$ cat src/verilog/strap_reset_pkg.sv
// Package: register map, field positions, reset values and timing for the strap and reset block
package strap_reset_pkg;

  localparam int unsigned CLK_MHZ          = 250;
  localparam int unsigned GPIO_N           = 11;
  localparam int unsigned DS_PORTS         = 4;

  // Register byte offsets
  localparam logic [7:0] OFF_SWITCH_CTL    = 8'h00;
  localparam logic [7:0] OFF_STRAP_STAT    = 8'h04;
  localparam logic [7:0] OFF_WAKE_CTL      = 8'h08;
  localparam logic [7:0] OFF_LINK_STAT_US  = 8'h0C;
  localparam logic [7:0] OFF_LINK_STAT_DS  = 8'h10;
  localparam logic [7:0] OFF_GPIO_OUT      = 8'h14;
  localparam logic [7:0] OFF_GPIO_DIR      = 8'h18;
  localparam logic [7:0] OFF_GPIO_ALT      = 8'h1C;
  localparam logic [7:0] OFF_GPIO_IN       = 8'h20;
  localparam logic [7:0] OFF_IRQ_STAT      = 8'h24;
  localparam logic [7:0] OFF_IRQ_EN        = 8'h28;
  localparam logic [7:0] OFF_IRQ_CLR       = 8'h2C;
  localparam logic [7:0] OFF_PORT_RESET    = 8'h30;

  // Switch control fields
  localparam int unsigned SWCTL_HALT_BIT   = 0;
  localparam int unsigned SWCTL_EVENT_BIT  = 1;

  // Wake control fields
  localparam int unsigned WAKE_DIR_BIT     = 0;
  localparam int unsigned WAKE_OUT_BIT     = 1;

  // Slot clock configuration bit inside a link status register
  localparam int unsigned SLOT_CLK_BIT     = 12;

  // Strap status fields
  localparam int unsigned ST_EEPROM_LSB    = 0;
  localparam int unsigned ST_SLAVE_LSB     = 8;
  localparam int unsigned ST_MODE_LSB      = 16;
  localparam int unsigned ST_SLOW_BIT      = 20;
  localparam int unsigned ST_EELOAD_BIT    = 21;
  localparam int unsigned ST_RSVD_BIT      = 22;
  localparam int unsigned ST_AUXDIS_BIT    = 23;
  localparam int unsigned ST_HOLD_BIT      = 24;

  // Interrupt status bits
  localparam int unsigned IRQ_EXP0_BIT     = 0;
  localparam int unsigned IRQ_WAKE_BIT     = 3;
  localparam int unsigned IRQ_HOLD_BIT     = 4;
  localparam int unsigned IRQ_W            = 5;

  // Alternate-function pin indices
  localparam int unsigned PIN_P2RST        = 0;
  localparam int unsigned PIN_P4RST        = 1;
  localparam int unsigned PIN_EXP0         = 2;
  localparam int unsigned PIN_EXP1         = 3;
  localparam int unsigned PIN_EXP2         = 4;
  localparam int unsigned PIN_EVENT        = 7;
  localparam int unsigned PIN_P3RST        = 9;
  localparam int unsigned PIN_P5RST        = 10;

  // Switch mode codes
  localparam logic [2:0] MODE_NORMAL       = 3'h0;
  localparam logic [2:0] MODE_EEPROM       = 3'h1;

  // Reset values
  localparam logic [10:0] GPIO_ALT_RST     = 11'h000;
  localparam logic [10:0] GPIO_DIR_RST     = 11'h000;
  localparam logic [10:0] GPIO_OUT_RST     = 11'h000;

  // Master bus rates
  localparam int unsigned SLOW_KHZ         = 100;
  localparam int unsigned FAST_KHZ         = 400;
  localparam int unsigned SLOW_DIV         = (CLK_MHZ * 1000) / SLOW_KHZ;
  localparam int unsigned FAST_DIV         = (CLK_MHZ * 1000) / FAST_KHZ;

  // Hold time of the internal fundamental-reset procedure
  localparam int unsigned RESET_PROC_NS    = 400;
  localparam int unsigned RESET_PROC_CYC   = (RESET_PROC_NS * CLK_MHZ + 999) / 1000;

  typedef struct packed {
    logic [3:0] eeprom_addr;
    logic [3:0] slave_addr;
    logic [2:0] mode;
    logic       slow;
    logic       cclk_ds;
    logic       cclk_us;
    logic       hold;
  } straps_s;

  typedef struct packed {
    logic        psel;
    logic        penable;
    logic        pwrite;
    logic [7:0]  paddr;
    logic [31:0] pwdata;
  } apb_req_s;

endpackage

$ cat src/verilog/mgmt_rate_div.sv
// Module: master management bus bit-rate enable divider
`timescale 1ns/1ps
`default_nettype none
module mgmt_rate_div
  import strap_reset_pkg::*;
#(
  parameter int unsigned SLOW_CNT = SLOW_DIV,
  parameter int unsigned FAST_CNT = FAST_DIV
) (
  input  wire logic clk_i,
  input  wire logic rst_n_i,
  input  wire logic slow_i,
  output logic      tick_o
);
  localparam int unsigned CW = $clog2(SLOW_CNT + 1);
  logic [CW-1:0] cnt_r;
  logic [CW-1:0] lim;

  // Rate is fixed by the strap only
  assign lim = slow_i ? CW'(SLOW_CNT - 1) : CW'(FAST_CNT - 1);

  always_ff @(posedge clk_i or negedge rst_n_i) begin
    if (!rst_n_i) begin
      cnt_r  <= '0;
      tick_o <= 1'b0;
    end else if (cnt_r >= lim) begin
      cnt_r  <= '0;
      tick_o <= 1'b1;
    end else begin
      cnt_r  <= cnt_r + CW'(1);
      tick_o <= 1'b0;
    end
  end
endmodule
`default_nettype wire

$ cat src/verilog/pin_mux.sv
// Module: per-pin general-purpose and alternate-function multiplexer
`timescale 1ns/1ps
`default_nettype none
module pin_mux
  import strap_reset_pkg::*;
#(
  parameter int unsigned N = GPIO_N
) (
  input  wire logic [N-1:0] alt_i,
  input  wire logic [N-1:0] alt_out_i,
  input  wire logic [N-1:0] alt_oe_i,
  input  wire logic [N-1:0] gp_out_i,
  input  wire logic [N-1:0] gp_dir_i,
  output logic      [N-1:0] pin_nxt_o,
  output logic      [N-1:0] oe_nxt_o
);
  for (genvar i = 0; i < N; i++) begin : g_pin
    // Alternate output wins over the general-purpose register
    assign pin_nxt_o[i] = alt_i[i] ? alt_out_i[i] : gp_out_i[i];
    assign oe_nxt_o[i]  = alt_i[i] ? alt_oe_i[i]  : gp_dir_i[i];
  end
endmodule
`default_nettype wire

$ cat src/verilog/switch_strap_reset_control.sv
// Module: strap capture, fundamental reset, hold-off, wake and general-purpose pin control
//
// Overview of operation
// - EEPROM bus address bits 4:1 come from four address straps.
// - Slave bus answers only its strap address, bits 5 and 3:1.
// - Slow strap selects 100 kHz master bus, else 400 kHz; no override.
// - Downstream common-clock strap loads every downstream slot clock bit at reset.
// - Upstream common-clock strap loads upstream slot clock bit at reset.
// - Fundamental reset clears all logic and starts a link fundamental reset.
// - Hold request at reset keeps device in reset until halt bit cleared.
// - Mode 0 normal, 1 normal with EEPROM load, 2 and above reserved.
// - Wake pin direction follows the wake control direction bit.
// - Auxiliary power is unused while the disable input is active.
// - Each of eleven pins can act as a general-purpose I/O.
// - Pins 0,1,9,10 drive low-active resets for ports 2,4,3,5.
// - Pins 2,3,4 take low-active expander interrupts 0,1,2.
// - Pin 7 drives the low-active general purpose event output.
// - Names ending _n, and resetn_i, are asserted low, all others high.
//
// The APB register port and the placing of the registers are this design's own decisions.
`timescale 1ns/1ps
`default_nettype none
module switch_strap_reset_control
  import strap_reset_pkg::*;
#(
  parameter int unsigned N         = GPIO_N,
  parameter int unsigned PROC_CYC  = RESET_PROC_CYC
) (
  input  wire logic          mclk_i,
  input  wire logic          resetn_i,
  // APB slave
  input  wire logic          psel_i,
  input  wire logic          penable_i,
  input  wire logic          pwrite_i,
  input  wire logic [7:0]    paddr_i,
  input  wire logic [31:0]   pwdata_i,
  output logic      [31:0]   prdata_o,
  output logic               pready_o,
  output logic               pslverr_o,
  // Straps
  input  wire logic [3:0]    eeprom_addr_strap_i,
  input  wire logic [3:0]    slave_bus_addr_strap_i,
  input  wire logic [2:0]    switch_mode_strap_i,
  input  wire logic          master_bus_slow_strap_i,
  input  wire logic          common_clock_downstream_strap_i,
  input  wire logic          common_clock_upstream_strap_i,
  input  wire logic          reset_hold_request_i,
  input  wire logic          aux_power_disable_n_i,
  // Wake pin
  input  wire logic          wake_pin_n_i,
  output logic               wake_pin_n_o,
  output logic               wake_pin_n_oe_o,
  // General-purpose pins
  input  wire logic [N-1:0]  gpio_i,
  output logic      [N-1:0]  gpio_o,
  output logic      [N-1:0]  gpio_oe_o,
  // Derived outputs
  output logic      [6:0]    eeprom_bus_addr_o,
  output logic      [6:0]    slave_bus_addr_o,
  output logic               master_bus_tick_o,
  output logic               eeprom_load_o,
  output logic               mode_reserved_o,
  output logic               aux_power_en_o,
  output logic               link_fund_reset_o,
  output logic               device_in_reset_o,
  output logic               irq_o
);

  // Reset release synchroniser
  logic rst_s1_r;
  logic rst_n;
  always_ff @(posedge mclk_i or negedge resetn_i) begin
    if (!resetn_i) begin
      rst_s1_r <= 1'b0;
      rst_n    <= 1'b0;
    end else begin
      rst_s1_r <= 1'b1;
      rst_n    <= rst_s1_r;
    end
  end

  // Strap capture: tracks pins while reset is low, freezes after release
  straps_s strap_r;
  logic    strap_done_r;
  always_ff @(posedge mclk_i) begin
    if (!rst_n && !strap_done_r) begin
      strap_r.eeprom_addr <= eeprom_addr_strap_i;
      strap_r.slave_addr  <= slave_bus_addr_strap_i;
      strap_r.mode        <= switch_mode_strap_i;
      strap_r.slow        <= master_bus_slow_strap_i;
      strap_r.cclk_ds     <= common_clock_downstream_strap_i;
      strap_r.cclk_us     <= common_clock_upstream_strap_i;
      strap_r.hold        <= reset_hold_request_i;
    end
  end
  always_ff @(posedge mclk_i or negedge resetn_i) begin
    if (!resetn_i) begin
      strap_done_r <= 1'b0;
    end else if (rst_n) begin
      strap_done_r <= 1'b1;
    end
  end

  // Reset procedure sequencer
  typedef enum logic [2:0] {
    ST_PROC = 3'b001,
    ST_HOLD = 3'b010,
    ST_RUN  = 3'b100
  } seq_e;
  localparam int unsigned PW = $clog2(PROC_CYC + 1);
  seq_e          state_r;
  logic [PW-1:0] proc_cnt_r;
  logic          halt_r;
  logic          apb_wr;
  logic          hold_rel;
  assign apb_wr   = psel_i && penable_i && pwrite_i;
  assign hold_rel = apb_wr && paddr_i == OFF_SWITCH_CTL && !pwdata_i[SWCTL_HALT_BIT];

  always_ff @(posedge mclk_i or negedge rst_n) begin
    if (!rst_n) begin
      state_r    <= ST_PROC;
      proc_cnt_r <= '0;
    end else begin
      unique case (state_r)
        ST_PROC: begin
          if (proc_cnt_r == PW'(PROC_CYC - 1)) begin
            state_r <= halt_r ? ST_HOLD : ST_RUN;
          end else begin
            proc_cnt_r <= proc_cnt_r + PW'(1);
          end
        end
        ST_HOLD: begin
          if (!halt_r) begin
            state_r <= ST_RUN;
          end
        end
        ST_RUN: ;
      endcase
    end
  end

  // Halt bit: loaded from the hold strap, cleared only by software
  always_ff @(posedge mclk_i or negedge rst_n) begin
    if (!rst_n) begin
      halt_r <= 1'b0;
    end else if (state_r == ST_PROC && proc_cnt_r == '0) begin
      halt_r <= strap_r.hold;
    end else if (hold_rel) begin
      halt_r <= 1'b0;
    end
  end

  // Software registers
  logic           wake_dir_r;
  logic           wake_out_r;
  logic           event_r;
  logic           slot_us_r;
  logic [DS_PORTS-1:0] slot_ds_r;
  logic [DS_PORTS-1:0] port_rst_r;
  logic [N-1:0]   gp_out_r;
  logic [N-1:0]   gp_dir_r;
  logic [N-1:0]   gp_alt_r;
  logic           slot_loaded_r;

  always_ff @(posedge mclk_i or negedge rst_n) begin
    if (!rst_n) begin
      wake_dir_r    <= 1'b0;
      wake_out_r    <= 1'b0;
      event_r       <= 1'b0;
      gp_out_r      <= GPIO_OUT_RST;
      gp_dir_r      <= GPIO_DIR_RST;
      gp_alt_r      <= GPIO_ALT_RST;
      port_rst_r    <= '1;
    end else if (apb_wr) begin
      unique case (paddr_i)
        OFF_SWITCH_CTL: event_r <= pwdata_i[SWCTL_EVENT_BIT];
        OFF_WAKE_CTL: begin
          wake_dir_r <= pwdata_i[WAKE_DIR_BIT];
          wake_out_r <= pwdata_i[WAKE_OUT_BIT];
        end
        OFF_GPIO_OUT:   gp_out_r   <= pwdata_i[N-1:0];
        OFF_GPIO_DIR:   gp_dir_r   <= pwdata_i[N-1:0];
        OFF_GPIO_ALT:   gp_alt_r   <= pwdata_i[N-1:0];
        OFF_PORT_RESET: port_rst_r <= pwdata_i[DS_PORTS-1:0];
        default: ;
      endcase
    end
  end

  // Slot clock bits take strap values once after reset, then software owns them
  always_ff @(posedge mclk_i or negedge rst_n) begin
    if (!rst_n) begin
      slot_us_r     <= 1'b0;
      slot_ds_r     <= '0;
      slot_loaded_r <= 1'b0;
    end else if (!slot_loaded_r) begin
      slot_loaded_r <= 1'b1;
      slot_us_r     <= strap_r.cclk_us;
      slot_ds_r     <= {DS_PORTS{strap_r.cclk_ds}};
    end else if (apb_wr && paddr_i == OFF_LINK_STAT_US) begin
      slot_us_r <= pwdata_i[SLOT_CLK_BIT];
    end else if (apb_wr && paddr_i == OFF_LINK_STAT_DS) begin
      slot_ds_r <= pwdata_i[SLOT_CLK_BIT +: DS_PORTS];
    end
  end

  // Interrupt status: expander, wake input, hold release
  logic [IRQ_W-1:0] irq_stat_r;
  logic [IRQ_W-1:0] irq_en_r;
  logic [IRQ_W-1:0] irq_evt;
  logic [IRQ_W-1:0] irq_clr;
  logic             wake_in_d_r;

  always_comb begin
    irq_evt = '0;
    // Expander interrupts are low-active levels on alternate pins
    irq_evt[IRQ_EXP0_BIT +: 3] = gp_alt_r[PIN_EXP0 +: 3] & ~gpio_i[PIN_EXP0 +: 3];
    irq_evt[IRQ_WAKE_BIT] = !wake_dir_r && wake_in_d_r && !wake_pin_n_i;
    irq_evt[IRQ_HOLD_BIT] = state_r == ST_HOLD && !halt_r;
    irq_clr = (apb_wr && paddr_i == OFF_IRQ_CLR) ? pwdata_i[IRQ_W-1:0] : '0;
  end

  always_ff @(posedge mclk_i or negedge rst_n) begin
    if (!rst_n) begin
      irq_stat_r  <= '0;
      irq_en_r    <= '0;
      wake_in_d_r <= 1'b1;
    end else begin
      wake_in_d_r <= wake_pin_n_i;
      // Set beats clear in the same cycle
      irq_stat_r  <= (irq_stat_r & ~irq_clr) | irq_evt;
      if (apb_wr && paddr_i == OFF_IRQ_EN) begin
        irq_en_r <= pwdata_i[IRQ_W-1:0];
      end
    end
  end

  // Pin multiplexing
  logic [N-1:0] alt_out;
  logic [N-1:0] alt_oe;
  logic [N-1:0] pin_nxt;
  logic [N-1:0] oe_nxt;
  logic         in_reset;

  assign in_reset = state_r != ST_RUN;

  always_comb begin
    alt_out = '1;
    alt_oe  = '0;
    // Downstream port resets are held asserted while the device is in reset
    alt_out[PIN_P2RST] = !(in_reset || port_rst_r[0]);
    alt_out[PIN_P4RST] = !(in_reset || port_rst_r[1]);
    alt_out[PIN_P3RST] = !(in_reset || port_rst_r[2]);
    alt_out[PIN_P5RST] = !(in_reset || port_rst_r[3]);
    alt_out[PIN_EVENT] = !event_r;
    alt_oe[PIN_P2RST]  = 1'b1;
    alt_oe[PIN_P4RST]  = 1'b1;
    alt_oe[PIN_P3RST]  = 1'b1;
    alt_oe[PIN_P5RST]  = 1'b1;
    alt_oe[PIN_EVENT]  = 1'b1;
  end

  pin_mux #(.N(N)) u_pin_mux (
    .alt_i     (gp_alt_r),
    .alt_out_i (alt_out),
    .alt_oe_i  (alt_oe),
    .gp_out_i  (gp_out_r),
    .gp_dir_i  (gp_dir_r),
    .pin_nxt_o (pin_nxt),
    .oe_nxt_o  (oe_nxt)
  );

  logic tick;
  mgmt_rate_div u_rate (
    .clk_i   (mclk_i),
    .rst_n_i (rst_n),
    .slow_i  (strap_r.slow),
    .tick_o  (tick)
  );

  // Registered outputs
  always_ff @(posedge mclk_i or negedge rst_n) begin
    if (!rst_n) begin
      gpio_o            <= '1;
      gpio_oe_o         <= '0;
      wake_pin_n_o      <= 1'b1;
      wake_pin_n_oe_o   <= 1'b0;
      eeprom_bus_addr_o <= '0;
      slave_bus_addr_o  <= '0;
      master_bus_tick_o <= 1'b0;
      eeprom_load_o     <= 1'b0;
      mode_reserved_o   <= 1'b0;
      aux_power_en_o    <= 1'b0;
      link_fund_reset_o <= 1'b1;
      device_in_reset_o <= 1'b1;
      irq_o             <= 1'b0;
    end else begin
      gpio_o            <= pin_nxt;
      gpio_oe_o         <= oe_nxt;
      wake_pin_n_o      <= !wake_out_r;
      wake_pin_n_oe_o   <= wake_dir_r;
      eeprom_bus_addr_o <= {2'b10, strap_r.eeprom_addr, 1'b0};
      slave_bus_addr_o  <= {1'b1, strap_r.slave_addr[3], 1'b1,
                            strap_r.slave_addr[2:0], 1'b0};
      master_bus_tick_o <= tick;
      eeprom_load_o     <= strap_r.mode == MODE_EEPROM;
      mode_reserved_o   <= strap_r.mode > MODE_EEPROM;
      aux_power_en_o    <= aux_power_disable_n_i;
      link_fund_reset_o <= state_r == ST_PROC;
      device_in_reset_o <= in_reset;
      irq_o             <= |(irq_stat_r & irq_en_r);
    end
  end

  // APB read and answer; zero wait states, unmapped address flags an error
  logic [31:0] rd_nxt;
  logic        hit;
  always_comb begin
    rd_nxt = '0;
    hit    = 1'b1;
    unique case (paddr_i)
      OFF_SWITCH_CTL: begin
        rd_nxt[SWCTL_HALT_BIT]  = halt_r;
        rd_nxt[SWCTL_EVENT_BIT] = event_r;
      end
      OFF_STRAP_STAT: begin
        rd_nxt[ST_EEPROM_LSB +: 4] = strap_r.eeprom_addr;
        rd_nxt[ST_SLAVE_LSB +: 4]  = strap_r.slave_addr;
        rd_nxt[ST_MODE_LSB +: 3]   = strap_r.mode;
        rd_nxt[ST_SLOW_BIT]        = strap_r.slow;
        rd_nxt[ST_EELOAD_BIT]      = strap_r.mode == MODE_EEPROM;
        rd_nxt[ST_RSVD_BIT]        = strap_r.mode > MODE_EEPROM;
        rd_nxt[ST_AUXDIS_BIT]      = !aux_power_disable_n_i;
        rd_nxt[ST_HOLD_BIT]        = state_r == ST_HOLD;
      end
      OFF_WAKE_CTL: begin
        rd_nxt[WAKE_DIR_BIT] = wake_dir_r;
        rd_nxt[WAKE_OUT_BIT] = wake_dir_r ? wake_out_r : !wake_pin_n_i;
      end
      OFF_LINK_STAT_US: rd_nxt[SLOT_CLK_BIT] = slot_us_r;
      OFF_LINK_STAT_DS: rd_nxt[SLOT_CLK_BIT +: DS_PORTS] = slot_ds_r;
      OFF_GPIO_OUT:     rd_nxt[N-1:0] = gp_out_r;
      OFF_GPIO_DIR:     rd_nxt[N-1:0] = gp_dir_r;
      OFF_GPIO_ALT:     rd_nxt[N-1:0] = gp_alt_r;
      OFF_GPIO_IN:      rd_nxt[N-1:0] = gpio_i;
      OFF_IRQ_STAT:     rd_nxt[IRQ_W-1:0] = irq_stat_r;
      OFF_IRQ_EN:       rd_nxt[IRQ_W-1:0] = irq_en_r;
      OFF_IRQ_CLR:      rd_nxt = '0;
      OFF_PORT_RESET:   rd_nxt[DS_PORTS-1:0] = port_rst_r;
      default:          hit = 1'b0;
    endcase
  end

  always_ff @(posedge mclk_i or negedge rst_n) begin
    if (!rst_n) begin
      prdata_o  <= '0;
      pready_o  <= 1'b0;
      pslverr_o <= 1'b0;
    end else begin
      pready_o  <= psel_i && !penable_i;
      pslverr_o <= psel_i && !penable_i && !hit;
      if (psel_i && !penable_i) begin
        prdata_o <= pwrite_i ? '0 : rd_nxt;
      end
    end
  end

endmodule
`default_nettype wire

$ cat config.mk
export PLATFORM = sky130hd
export DESIGN_NAME = switch_strap_reset_control
export DESIGN_NICKNAME = d
export VERILOG_FILES = /design/src/verilog/strap_reset_pkg.sv /design/src/verilog/mgmt_rate_div.sv /design/src/verilog/pin_mux.sv /design/src/verilog/switch_strap_reset_control.sv
export SDC_FILE = /design/constraint.sdc
export NUM_CORES = 1
export LEC_CHECK = 0
export BUFFER_PORTS_ARGS = -buffer_cell sky130_fd_sc_hd__buf_2
export CORE_MARGIN = 10
export CORE_UTILIZATION = 61
export CTS_BUF_LIST = sky130_fd_sc_hd__clkbuf_4 sky130_fd_sc_hd__clkbuf_8
export DETAILED_ROUTE_END_ITERATION = 8
export PLACE_DENSITY = 0.89
export SLEW_MARGIN = 15
export SYNTH_ARGS = -nofsm -noshare
export SYNTH_HDL_FRONTEND = slang
export SYNTH_HIERARCHICAL = 1
export SYNTH_SLANG_ARGS = --single-unit
$ cat constraint.sdc
create_clock -name mclk_i -period 11.65 [get_ports mclk_i]
set_clock_uncertainty 0.05 [all_clocks]
set_input_delay 2.33 -clock mclk_i [delete_from_list [all_inputs] [get_ports mclk_i]]
set_output_delay 2.33 -clock mclk_i [all_outputs]
set_load 0.02 [all_outputs]
==> results of run 1 <==
==> cell usage after synthesis (6+ instances only) <==
master | count | area share (%)
ha_1 | 11 | 1.9
mux2_4 | 26 | 5.3
a31oi_1 | 6 | 0.51
a222oi_1 | 7 | 0.96
a21oi_1 | 7 | 0.48
a22oi_1 | 12 | 1.2
buf_4 | 14 | 1.4
dfstp_2 | 20 | 7.2
nor2_2 | 10 | 0.86
nand2_1 | 53 | 2.7
a22o_1 | 20 | 2.4
nor2_1 | 26 | 1.3
xnor2_1 | 14 | 1.7
nand3_1 | 8 | 0.55
mux2_1 | 6 | 0.93
edfxtp_1 | 15 | 6.2
and3_1 | 7 | 0.60
inv_1 | 18 | 0.93
mux2_2 | 38 | 5.9
o21ai_0 | 14 | 0.96
mux2i_1 | 6 | 0.82
clkbuf_1 | 12 | 0.62
nor3_1 | 9 | 0.62
nand4_1 | 6 | 0.51
dfrtp_1 | 129 | 44
==> per-stage QoR <==
stage / hold WS (ps) / total power, mW
6_report: 309 / 1.08
5_1_grt: 314 / 1.12
4_1_cts: 310 / 1.09
3_5_place_dp: 291 / 0.666
3_3_place_gp: 284 / 0.662
2_1_floorplan: 281 / 0.643
==> cell families (layout without fill, tap and decap cells) <==
logic type      Yosys count  after routing  synth area share (%)
compound gates           87             87                  9.36
xor+xnor                 17             17                  2.04
fa+ha+maj                11             11                  1.89
buf+inv                  55            176                  4.05
flops                   164            164                  57.6
mux                      76             76                  13.0
other cells               2             32                 0.103
simple gates            159            159                  12.0
==> power breakdown <==
group / internal (mW) / switching [mW] / total, mW
Sequential: 0.586 / 0.0113 / 0.598
Combinational: 0.0212 / 0.0363 / 0.0576
Clock: 0.229 / 0.200 / 0.429
==> cell type report <==
| cell class | count | share of cell area [%] |
|---|---|---|
| tap | 143 | 2.13 |
| clock buffer | 23 | 3.39 |
| multi-input combinational | 380 | 34.5 |
| inverter | 18 | 0.803 |
| clock inverter | 9 | 1.53 |
| timing repair buffer | 126 | 7.58 |
| antenna | 2 | 0.0595 |
| sequential | 164 | 50.0 |
==> worst paths after layout <==
path / startpoint / end / slack [ps]
max: paddr_i[5] / gp_alt_r[10] / 6820
min: u_rate/tick_o / master_bus_tick_o / 310
max reg2reg: rst_n / strap_r[13] / 9410
min reg2reg: u_rate/tick_o / master_bus_tick_o / 310
max in group asynchronous: rst_n / eeprom_bus_addr_o[3] / 9690
min in group asynchronous: rst_n / prdata_o[14] / 420
==> state kept, by name, indices dropped and copies added, names as in the netlist, 3 cells and up <==
register           cells
prdata_o              24
strap_r               15
u_rate/cnt_r          12
gp_alt_r              11
gp_dir_r              11
gp_out_r              11
gpio_o                11
gpio_oe_o             11
proc_cnt_r             7
irq_en_r               5
irq_stat_r             5
slave_bus_addr_o       5
eeprom_bus_addr_o      4
port_rst_r             4
slot_ds_r              4
state_r                3
==> metal layers <==
metal | vias up | global-route usage [%]
li1 | 2289 | -
met2 | 257 | 35.6
met4 | 0 | 11.2
met5 | - | 0
met1 | 2510 | 25.5
met3 | 49 | 7.30
==> results.cfg, run 1 <==
[clock_tree]
cts.clk_slew.worst_paths_ps = 80
post_cts_buffers = 0
cts_tree = built
holdBufCountCts = 0
clock-sinks = 164
ctsResizeCount = 0
cts.path.max_buffers = 2
numCtsBuffers = 17
cts.htree.levels = 4
cts_root_buf = clkbuf_8
clock_latency_ps = 460

[global_routing]
grt_pass1_wl_mm = 28.2
grt_pass1_vias = 5496
grt_max_degree = 76
gr-total-overflow = 0
grt_use_total_pct = 21.9
antenna_found_initial = 2

[synthesis]
avgSynthCellArea_um2 = 12.8
ys_seq_area_share_pct = 57.6
synth-main-ff-cell = dfrtp_1
netlist_area_um2 = 7300
ys_warn_count = 6
netlist_instances = 571
ys_seq_elements = 164
synthArstFlopShare_pct = 90.9
ys_types = 66
synth_edf_count = 15

[detailed_routing]
antenna_left = 0
wirelength_met1_mm = 6.93
wirelength_mm = 17.6
num_vias = 5105
routedWlPerCell_um = 20.4
drt_iter0_markers = 524
met2_length_mm = 8.59
dr.pass1.iters = 5
vias_per_cell = 5.90
wl_met3_mm = 1.61
top_layer_used = met4
drc = 0

[timing]
fmax_mhz = 207
fin_ws_ps = 6820
timing.slew.headroom_pct = 37.2
slew_viol_final = 0
hold_violations = 0
setup_viol = 0
finalCriticalPeriod_ps = 4830
rsz0062_at_grt = no
finalCritPeriodShare_pct = 41.4
tns_ps = 0
tightest_slew_ps = 938

[final_layout]
finalNonFillerCells = 865
multiInputGateArea_um2 = 2900
drive_gt1_share_pct = 37.5
fillers = 780
register_area_um2 = 4210
area_growth_pct = 15.3
final_cell_mix = dfrtp_1 (128), buf_2 (123), nand2_1 (53), mux2_2 (38), conb_1 (30)
utilization_pct = 72.8
final_common_cell = dfrtp_1
layout.nets = 791
design_area_um2 = 8410

[worst_setup_path]
cp_slowest_stage_delay_ps = 800
r2r_cells = 2
cpLargestDelayFamily = simple AND/OR/NAND/NOR gates
cp_num_buf_inv = 1
crit_fanout = 11
path_cells = buf_2, or4b_1, nor2_1, nand2_1, mux2_2
crit_arrival_ps = 5110
endpoint_kind = register
cp_slowest_cell = nor2_1
crit_cells = 5
worst_ep_required_time_ps = 11940
worstSetupStartpointType = primary input
critical_path_class = in2reg

[floorplan]
start_util_pct = 63.1
fp.dieW_um = 129
dieHeight_um = 129
rows = 39
io_pins = 152
die-area_um2 = 16700
coreArea_um2 = 11600

[placement]
gp_congestion = 0.899
preCtsSetupSlack_ps = 6400
dpl_cell_area_um2 = 8000
io_buffers = 123
placedCellCount = 831
dp_hpwl_mm = 12.5

[outcome]
outcome = completed

[power]
powerDensity_nw_per_um2 = 129
p_leak_nw = 4.17
ir_drop_uv = 121

[hold_path]
hold_depth = 0
hold_path.class = reg2reg

[job]
max-cap-violations = 0
Power figures use the tool's default switching activity.
==> run 2, diff against run 1 <==
--- a/config.mk
+++ b/config.mk
@@ -5,12 +5,13 @@
 export SDC_FILE = /design/constraint.sdc
 export NUM_CORES = 1
 export LEC_CHECK = 0
+export ABC_AREA = 1
 export BUFFER_PORTS_ARGS = -buffer_cell sky130_fd_sc_hd__buf_2
 export CORE_MARGIN = 10
-export CORE_UTILIZATION = 61
+export CORE_UTILIZATION = 57
 export CTS_BUF_LIST = sky130_fd_sc_hd__clkbuf_4 sky130_fd_sc_hd__clkbuf_8
 export DETAILED_ROUTE_END_ITERATION = 8
-export PLACE_DENSITY = 0.89
+export PLACE_DENSITY = 0.84
 export SLEW_MARGIN = 15
 export SYNTH_ARGS = -nofsm -noshare
 export SYNTH_HDL_FRONTEND = slang
==> constraint.sdc (replaced) <==
create_clock -name mclk_i -period 4.94 [get_ports mclk_i]
set_clock_uncertainty 0.05 [all_clocks]
set_input_delay 0.988 -clock mclk_i [delete_from_list [all_inputs] [get_ports mclk_i]]
set_output_delay 0.988 -clock mclk_i [all_outputs]
set_load 0.02 [all_outputs]
==> results.cfg, run 2 <==
[outcome]
outcome = completed

[placement]
io_buffers = 123
dp_hpwl_mm = 13.2
gp_congestion = 0.911
preCtsSetupSlack_ps = 1860
dpl_cell_area_um2 = 8130

[power]
powerDensity_nw_per_um2 = 314
intPower_mw = 2.10
total_power_mw = 2.71
p_seq_share_pct = 51.8
p_comb_share_pct = 4.8
swShare_pct = 22.2
ir_drop_uv = 277
p_leak_nw = 4.45
power_switching_uw = 602
power.clock.fraction_pct = 43.4

[clock_tree]
clock-sinks = 164
ctsResizeCount = 0
post_cts_buffers = 0
cts_root_buf = clkbuf_8
cts.path.max_buffers = 2
cts_tree = built
numCtsBuffers = 17
clock_latency_ps = 460
cts.htree.levels = 4
cts.clk_slew.worst_paths_ps = 80
holdBufCountCts = 0

[global_routing]
grt_max_degree = 83
grt_pass1_vias = 6023
grt_pass1_wl_mm = 29.8
gr-total-overflow = 0
antenna_found_initial = 0
grt_use_total_pct = 20.9

[synthesis]
netlist_area_um2 = 7370
synthTopCellsByArea = dfrtp_1 (44%), nand2_1 (15%), dfstp_2 (7.1%), edfxtp_1 (6.1%), inv_1 (3.6%)
ys_seq_elements = 164
ys_seq_area_share_pct = 57.1
synthArstFlopShare_pct = 90.9
yosysMostFrequentCell = nand2_1
ys_types = 35
avgSynthCellArea_um2 = 8.97
synth_top_cell_area_share_pct = 43.8
synth_edf_count = 15
netlist_instances = 821
synth_common_cells = nand2_1 (288), dfrtp_1 (129), inv_1 (70)
ys_warn_count = 6
synth_top_area_cell = dfrtp_1
synth-main-ff-cell = dfrtp_1

[timing]
setup_viol = 0
hold_violations = 0
fin_ws_ps = 2300
tns_ps = 0
slew_viol_final = 0
fmax_mhz = 379
rsz0062_at_grt = no
tightest_slew_ps = 986
hold_ws_ps = 253
finalCritPeriodShare_pct = 53.4
timing.slew.headroom_pct = 34.3
finalCriticalPeriod_ps = 2640

[detailed_routing]
wirelength_mm = 18.4
routedWlPerCell_um = 15.9
vias_per_cell = 5.22
wl_met3_mm = 1.67
top_layer_used = met4
drc = 0
met2_length_mm = 8.62
wirelength_met1_mm = 7.60
num_vias = 6011
antenna_left = 0
drt_iter0_markers = 474
dr.pass1.iters = 6

[final_layout]
design_area_um2 = 8620
final_common_cell = nand2_1
area_growth_pct = 17.0
layout.nets = 1050
reg_top3 = prdata_o x24, strap_r x15, u_rate/cnt_r x12
drive_gt1_share_pct = 23.6
fillers = 1006
largest_reg_flops = 24
antenna_cells = 0
final_cell_mix = nand2_1 (288), dfrtp_1 (128), buf_2 (123), inv_1 (70)
register_area_um2 = 4210
multiInputGateArea_um2 = 2770
top_register = prdata_o

[worst_setup_path]
cpLargestDelayFamily = simple AND/OR/NAND/NOR gates
critical_path_class = in2reg
worst_ep_required_time_ps = 5250
path_cells = buf_2, nor2_4, nand3_1, nor2_2, nand2_1, o21ai_0
cp_slowest_cell = nand2_1
cp_num_buf_inv = 1
worstSetupStartpointType = primary input
crit_arrival_ps = 2950
crit_fanout = 22
endpoint_kind = register
cp_slowest_stage_delay_ps = 650

[floorplan]
io_pins = 152
dieHeight_um = 134
fp.dieW_um = 134
die-area_um2 = 17900
rows = 41
coreArea_um2 = 12600
start_util_pct = 58.4

[hold_path]
hold_path.class = in2async

[job]
max-cap-violations = 0
[run 2: cell types whose count changed after synthesis, sizes merged, moves of 39 or more]
cell,change
mux2,-70
inv,+63
o21ai,+51
nand3,+43
nand2,+241
nor2,+39
[run 2: cell type report]
class                      instances  share of cell area (%)
multi-input combinational        576                    32.1
clock buffer                      20                    3.12
timing repair buffer             125                    7.31
clock inverter                    12                    2.60
tap                              172                    2.50
sequential                       164                    48.8
inverter                          82                    3.57
[run 2: cell families after synthesis]
logic type      Yosys count  synth area share [%]
simple gates            435                  25.6
flops                   164                  57.1
buf+inv                 109                  6.86
compound gates           87                  6.96
xor+xnor                 13                  1.55
fa+ha+maj                11                  1.87
other cells               2                 0.102
[run 2: final timing paths]
check,endpoint,depth (start not counted),startpoint,slack (ps)
max in group asynchronous,wake_pin_n_oe_o,1,rst_n,2970
hold reg to reg,master_bus_tick_o,0,u_rate/tick_o,300
setup reg to reg,u_rate/cnt_r[0],9,strap_r[3],2810
hold / removal,rst_s1_r,1,resetn_i,250
setup / recovery,gp_alt_r[8],6,paddr_i[1],2300
min in group mclk_i,master_bus_tick_o,0,u_rate/tick_o,300
[run 2: metal layers]
layer | GRT usage (%) | vias up
met1 | 25.6 | 2843
met2 | 33.1 | 271
li1 | - | 2854
met3 | 7.14 | 43
met5 | 0 | -
met4 | 8.65 | 0
[run 2: power groups by stage]
stage | combinational (mW) | sequential, mW | clock (mW)
after floorplan | 0.0658 | 1.44 | 0
after global routing | 0.145 | 1.41 | 1.25
after detailed placement | 0.128 | 1.43 | 0
final | 0.129 | 1.40 | 1.18
after global placement | 0.126 | 1.43 | 0
after CTS | 0.129 | 1.40 | 1.19
[run 2: per-stage QoR]
| step | utilization [%] | cells |
|---|---|---|
| 3_5_place_dp | 64.4 | 1119 |
| 2_1_floorplan | - | 849 |
| 3_3_place_gp | 64.4 | 1119 |
| 6_report | 68.3 | 1151 |
| 4_1_cts | 68.3 | 1151 |
| 5_1_grt | 68.3 | 1151 |
==> run 3, diff against run 2 <==
==> constraint.sdc (replaced) <==
create_clock -name mclk_i -period 2.5 [get_ports mclk_i]
set_clock_uncertainty 0.05 [all_clocks]
set_input_delay 0.5 -clock mclk_i [delete_from_list [all_inputs] [get_ports mclk_i]]
set_output_delay 0.5 -clock mclk_i [all_outputs]
set_load 0.02 [all_outputs]
==> results.cfg, run 3 (synthesis gave the netlist of run 2 again) <==
[outcome]
outcome = completed

[floorplan]
die-area_um2 = 17900
start_util_pct = 58.4
rows = 41
coreArea_um2 = 12600
fp.dieW_um = 134
io_pins = 152
dieHeight_um = 134

[timing]
tightest_slew_ps = 830
setup_viol = 0
finalCriticalPeriod_ps = 1970
timing.slew.headroom_pct = 44.5
fmax_mhz = 509
slew_viol_final = 0
finalCritPeriodShare_pct = 78.6
tns_ps = 0
hold_violations = 0
rsz0062_at_grt = no

[final_layout]
largest_reg_flops = 24
final_common_cell = nand2_1
reg_top3 = prdata_o x24, strap_r x15, u_rate/cnt_r x12
fillers = 1009
drive_gt1_share_pct = 24.0
area_growth_pct = 17.1
final_cell_mix = nand2_1 (288), dfrtp_1 (128), buf_2 (123), inv_1 (70)
design_area_um2 = 8630
top_register = prdata_o
layout.nets = 1057

[clock_tree]
numCtsBuffers = 17
ctsResizeCount = 0
cts_root_buf = clkbuf_8
post_cts_buffers = 0
clock_latency_ps = 450
clock-sinks = 164
cts.clk_slew.worst_paths_ps = 80
cts.path.max_buffers = 2
holdBufCountCts = 1
cts_tree = built
cts.htree.levels = 4

[hold_path]
hold_path.class = in2reg
whs_endpoint = wake_in_d_r
hold_depth = 1
hp-start = wake_pin_n_i

[global_routing]
grt_pass1_vias = 6027
gr-total-overflow = 0
antenna_found_initial = 1
grt_use_total_pct = 20.8
grt_pass1_wl_mm = 29.8
grt_max_degree = 147

[worst_setup_path]
cp_num_buf_inv = 2
crit_arrival_ps = 2290
worstSetupStartpointType = register
crit_fanout = 13
endpoint_kind = register
r2r-end = u_rate/cnt_r[5]
cp_slowest_stage_delay_ps = 490
cpLargestDelayFamily = simple AND/OR/NAND/NOR gates
worst_ep_required_time_ps = 2830
r2r_cells = 9
r2r_slack_ps = 530
critical_path_class = reg2reg
r2r-start = strap_r[3]
path_cells = inv_1, ha_1, nand2_1, inv_1, nand2_1, nand2_1, nor2_4, nand3_2, nor2_2
cp_slowest_cell = edfxtp_1
cp_common_cell = nand2_1

[detailed_routing]
drc = 0
vias_per_cell = 5.22
drt_iter0_markers = 575
antenna_left = 0
dr.pass1.iters = 5
num_vias = 6054
routedWlPerCell_um = 16.0
wirelength_mm = 18.5

[job]
max-cap-violations = 0

[power]
p_leak_nw = 4.47
powerDensity_nw_per_um2 = 588
ir_drop_uv = 328

[placement]
gp_congestion = 0.917
io_buffers = 123
dpl_cell_area_um2 = 8190
dp_hpwl_mm = 13.2
==> run 3: power by group <==
group	switching (mW)	internal, mW
sequential	0.0242	2.73
clock	0.893	1.14
combinational	0.203	0.0785
==> run 3: layout make-up <==
class / instances / area, um2 / area share (%)
tap: 172 / 215 / 2.49
sequential: 164 / 4210 / 48.8
inverter: 82 / 308 / 3.57
clock buffer: 27 / 328 / 3.80
antenna: 1 / 2.50 / 0.0290
clock inverter: 5 / 100 / 1.16
timing repair buffer: 132 / 698 / 8.09
multi-input combinational: 576 / 2770 / 32.1
==> run 3: worst reg2reg max path, stage by stage (launching register included) <==
cell and delay (ps):
edfxtp_1 490, inv_1 140, ha_1 330, nand2_1 80, inv_1 50, nand2_1 50, nand2_1 80, nor2_4 90
nand3_2 320, nor2_2 200
==> run 3: routing by layer <==
layer,share of wire (%),track usage (%),up-vias
met1,43,26.6,2856
met2,45,31.3,281
met3,7.9,5.90,50
li1,-,-,2867
met4,4.2,11.2,0
met5,0,0,-
==> run 3: stage by stage <==
stage | hold WS, ps | cells | setup WS (ps) | total power, mW | util (%)
6_report | 117 | 1159 | 535 | 5.07 | 68.4
4_1_cts | 96.7 | 1158 | 517 | 5.09 | 68.3
5_1_grt | 92.9 | 1159 | 339 | 5.24 | 68.4
2_1_floorplan | 154 | 849 | 105 | 2.98 | -
3_5_place_dp | 252 | 1125 | 456 | 3.08 | 64.9
3_3_place_gp | 246 | 1125 | 504 | 3.08 | 64.9
==> run 3: worst max-delay path by stage <==
stage / start / endpoint / slack (ps) / cells past startpoint
after global placement: paddr_i[1] / gp_alt_r[5] / 500 / 6
after floorplan: rst_n / strap_r[0] / 100 / 1
after detailed placement: paddr_i[1] / gp_alt_r[7] / 460 / 6
after global routing: strap_r[3] / u_rate/cnt_r[5] / 340 / 9
final: strap_r[3] / u_rate/cnt_r[5] / 530 / 9
after CTS: strap_r[3] / u_rate/cnt_r[5] / 520 / 9
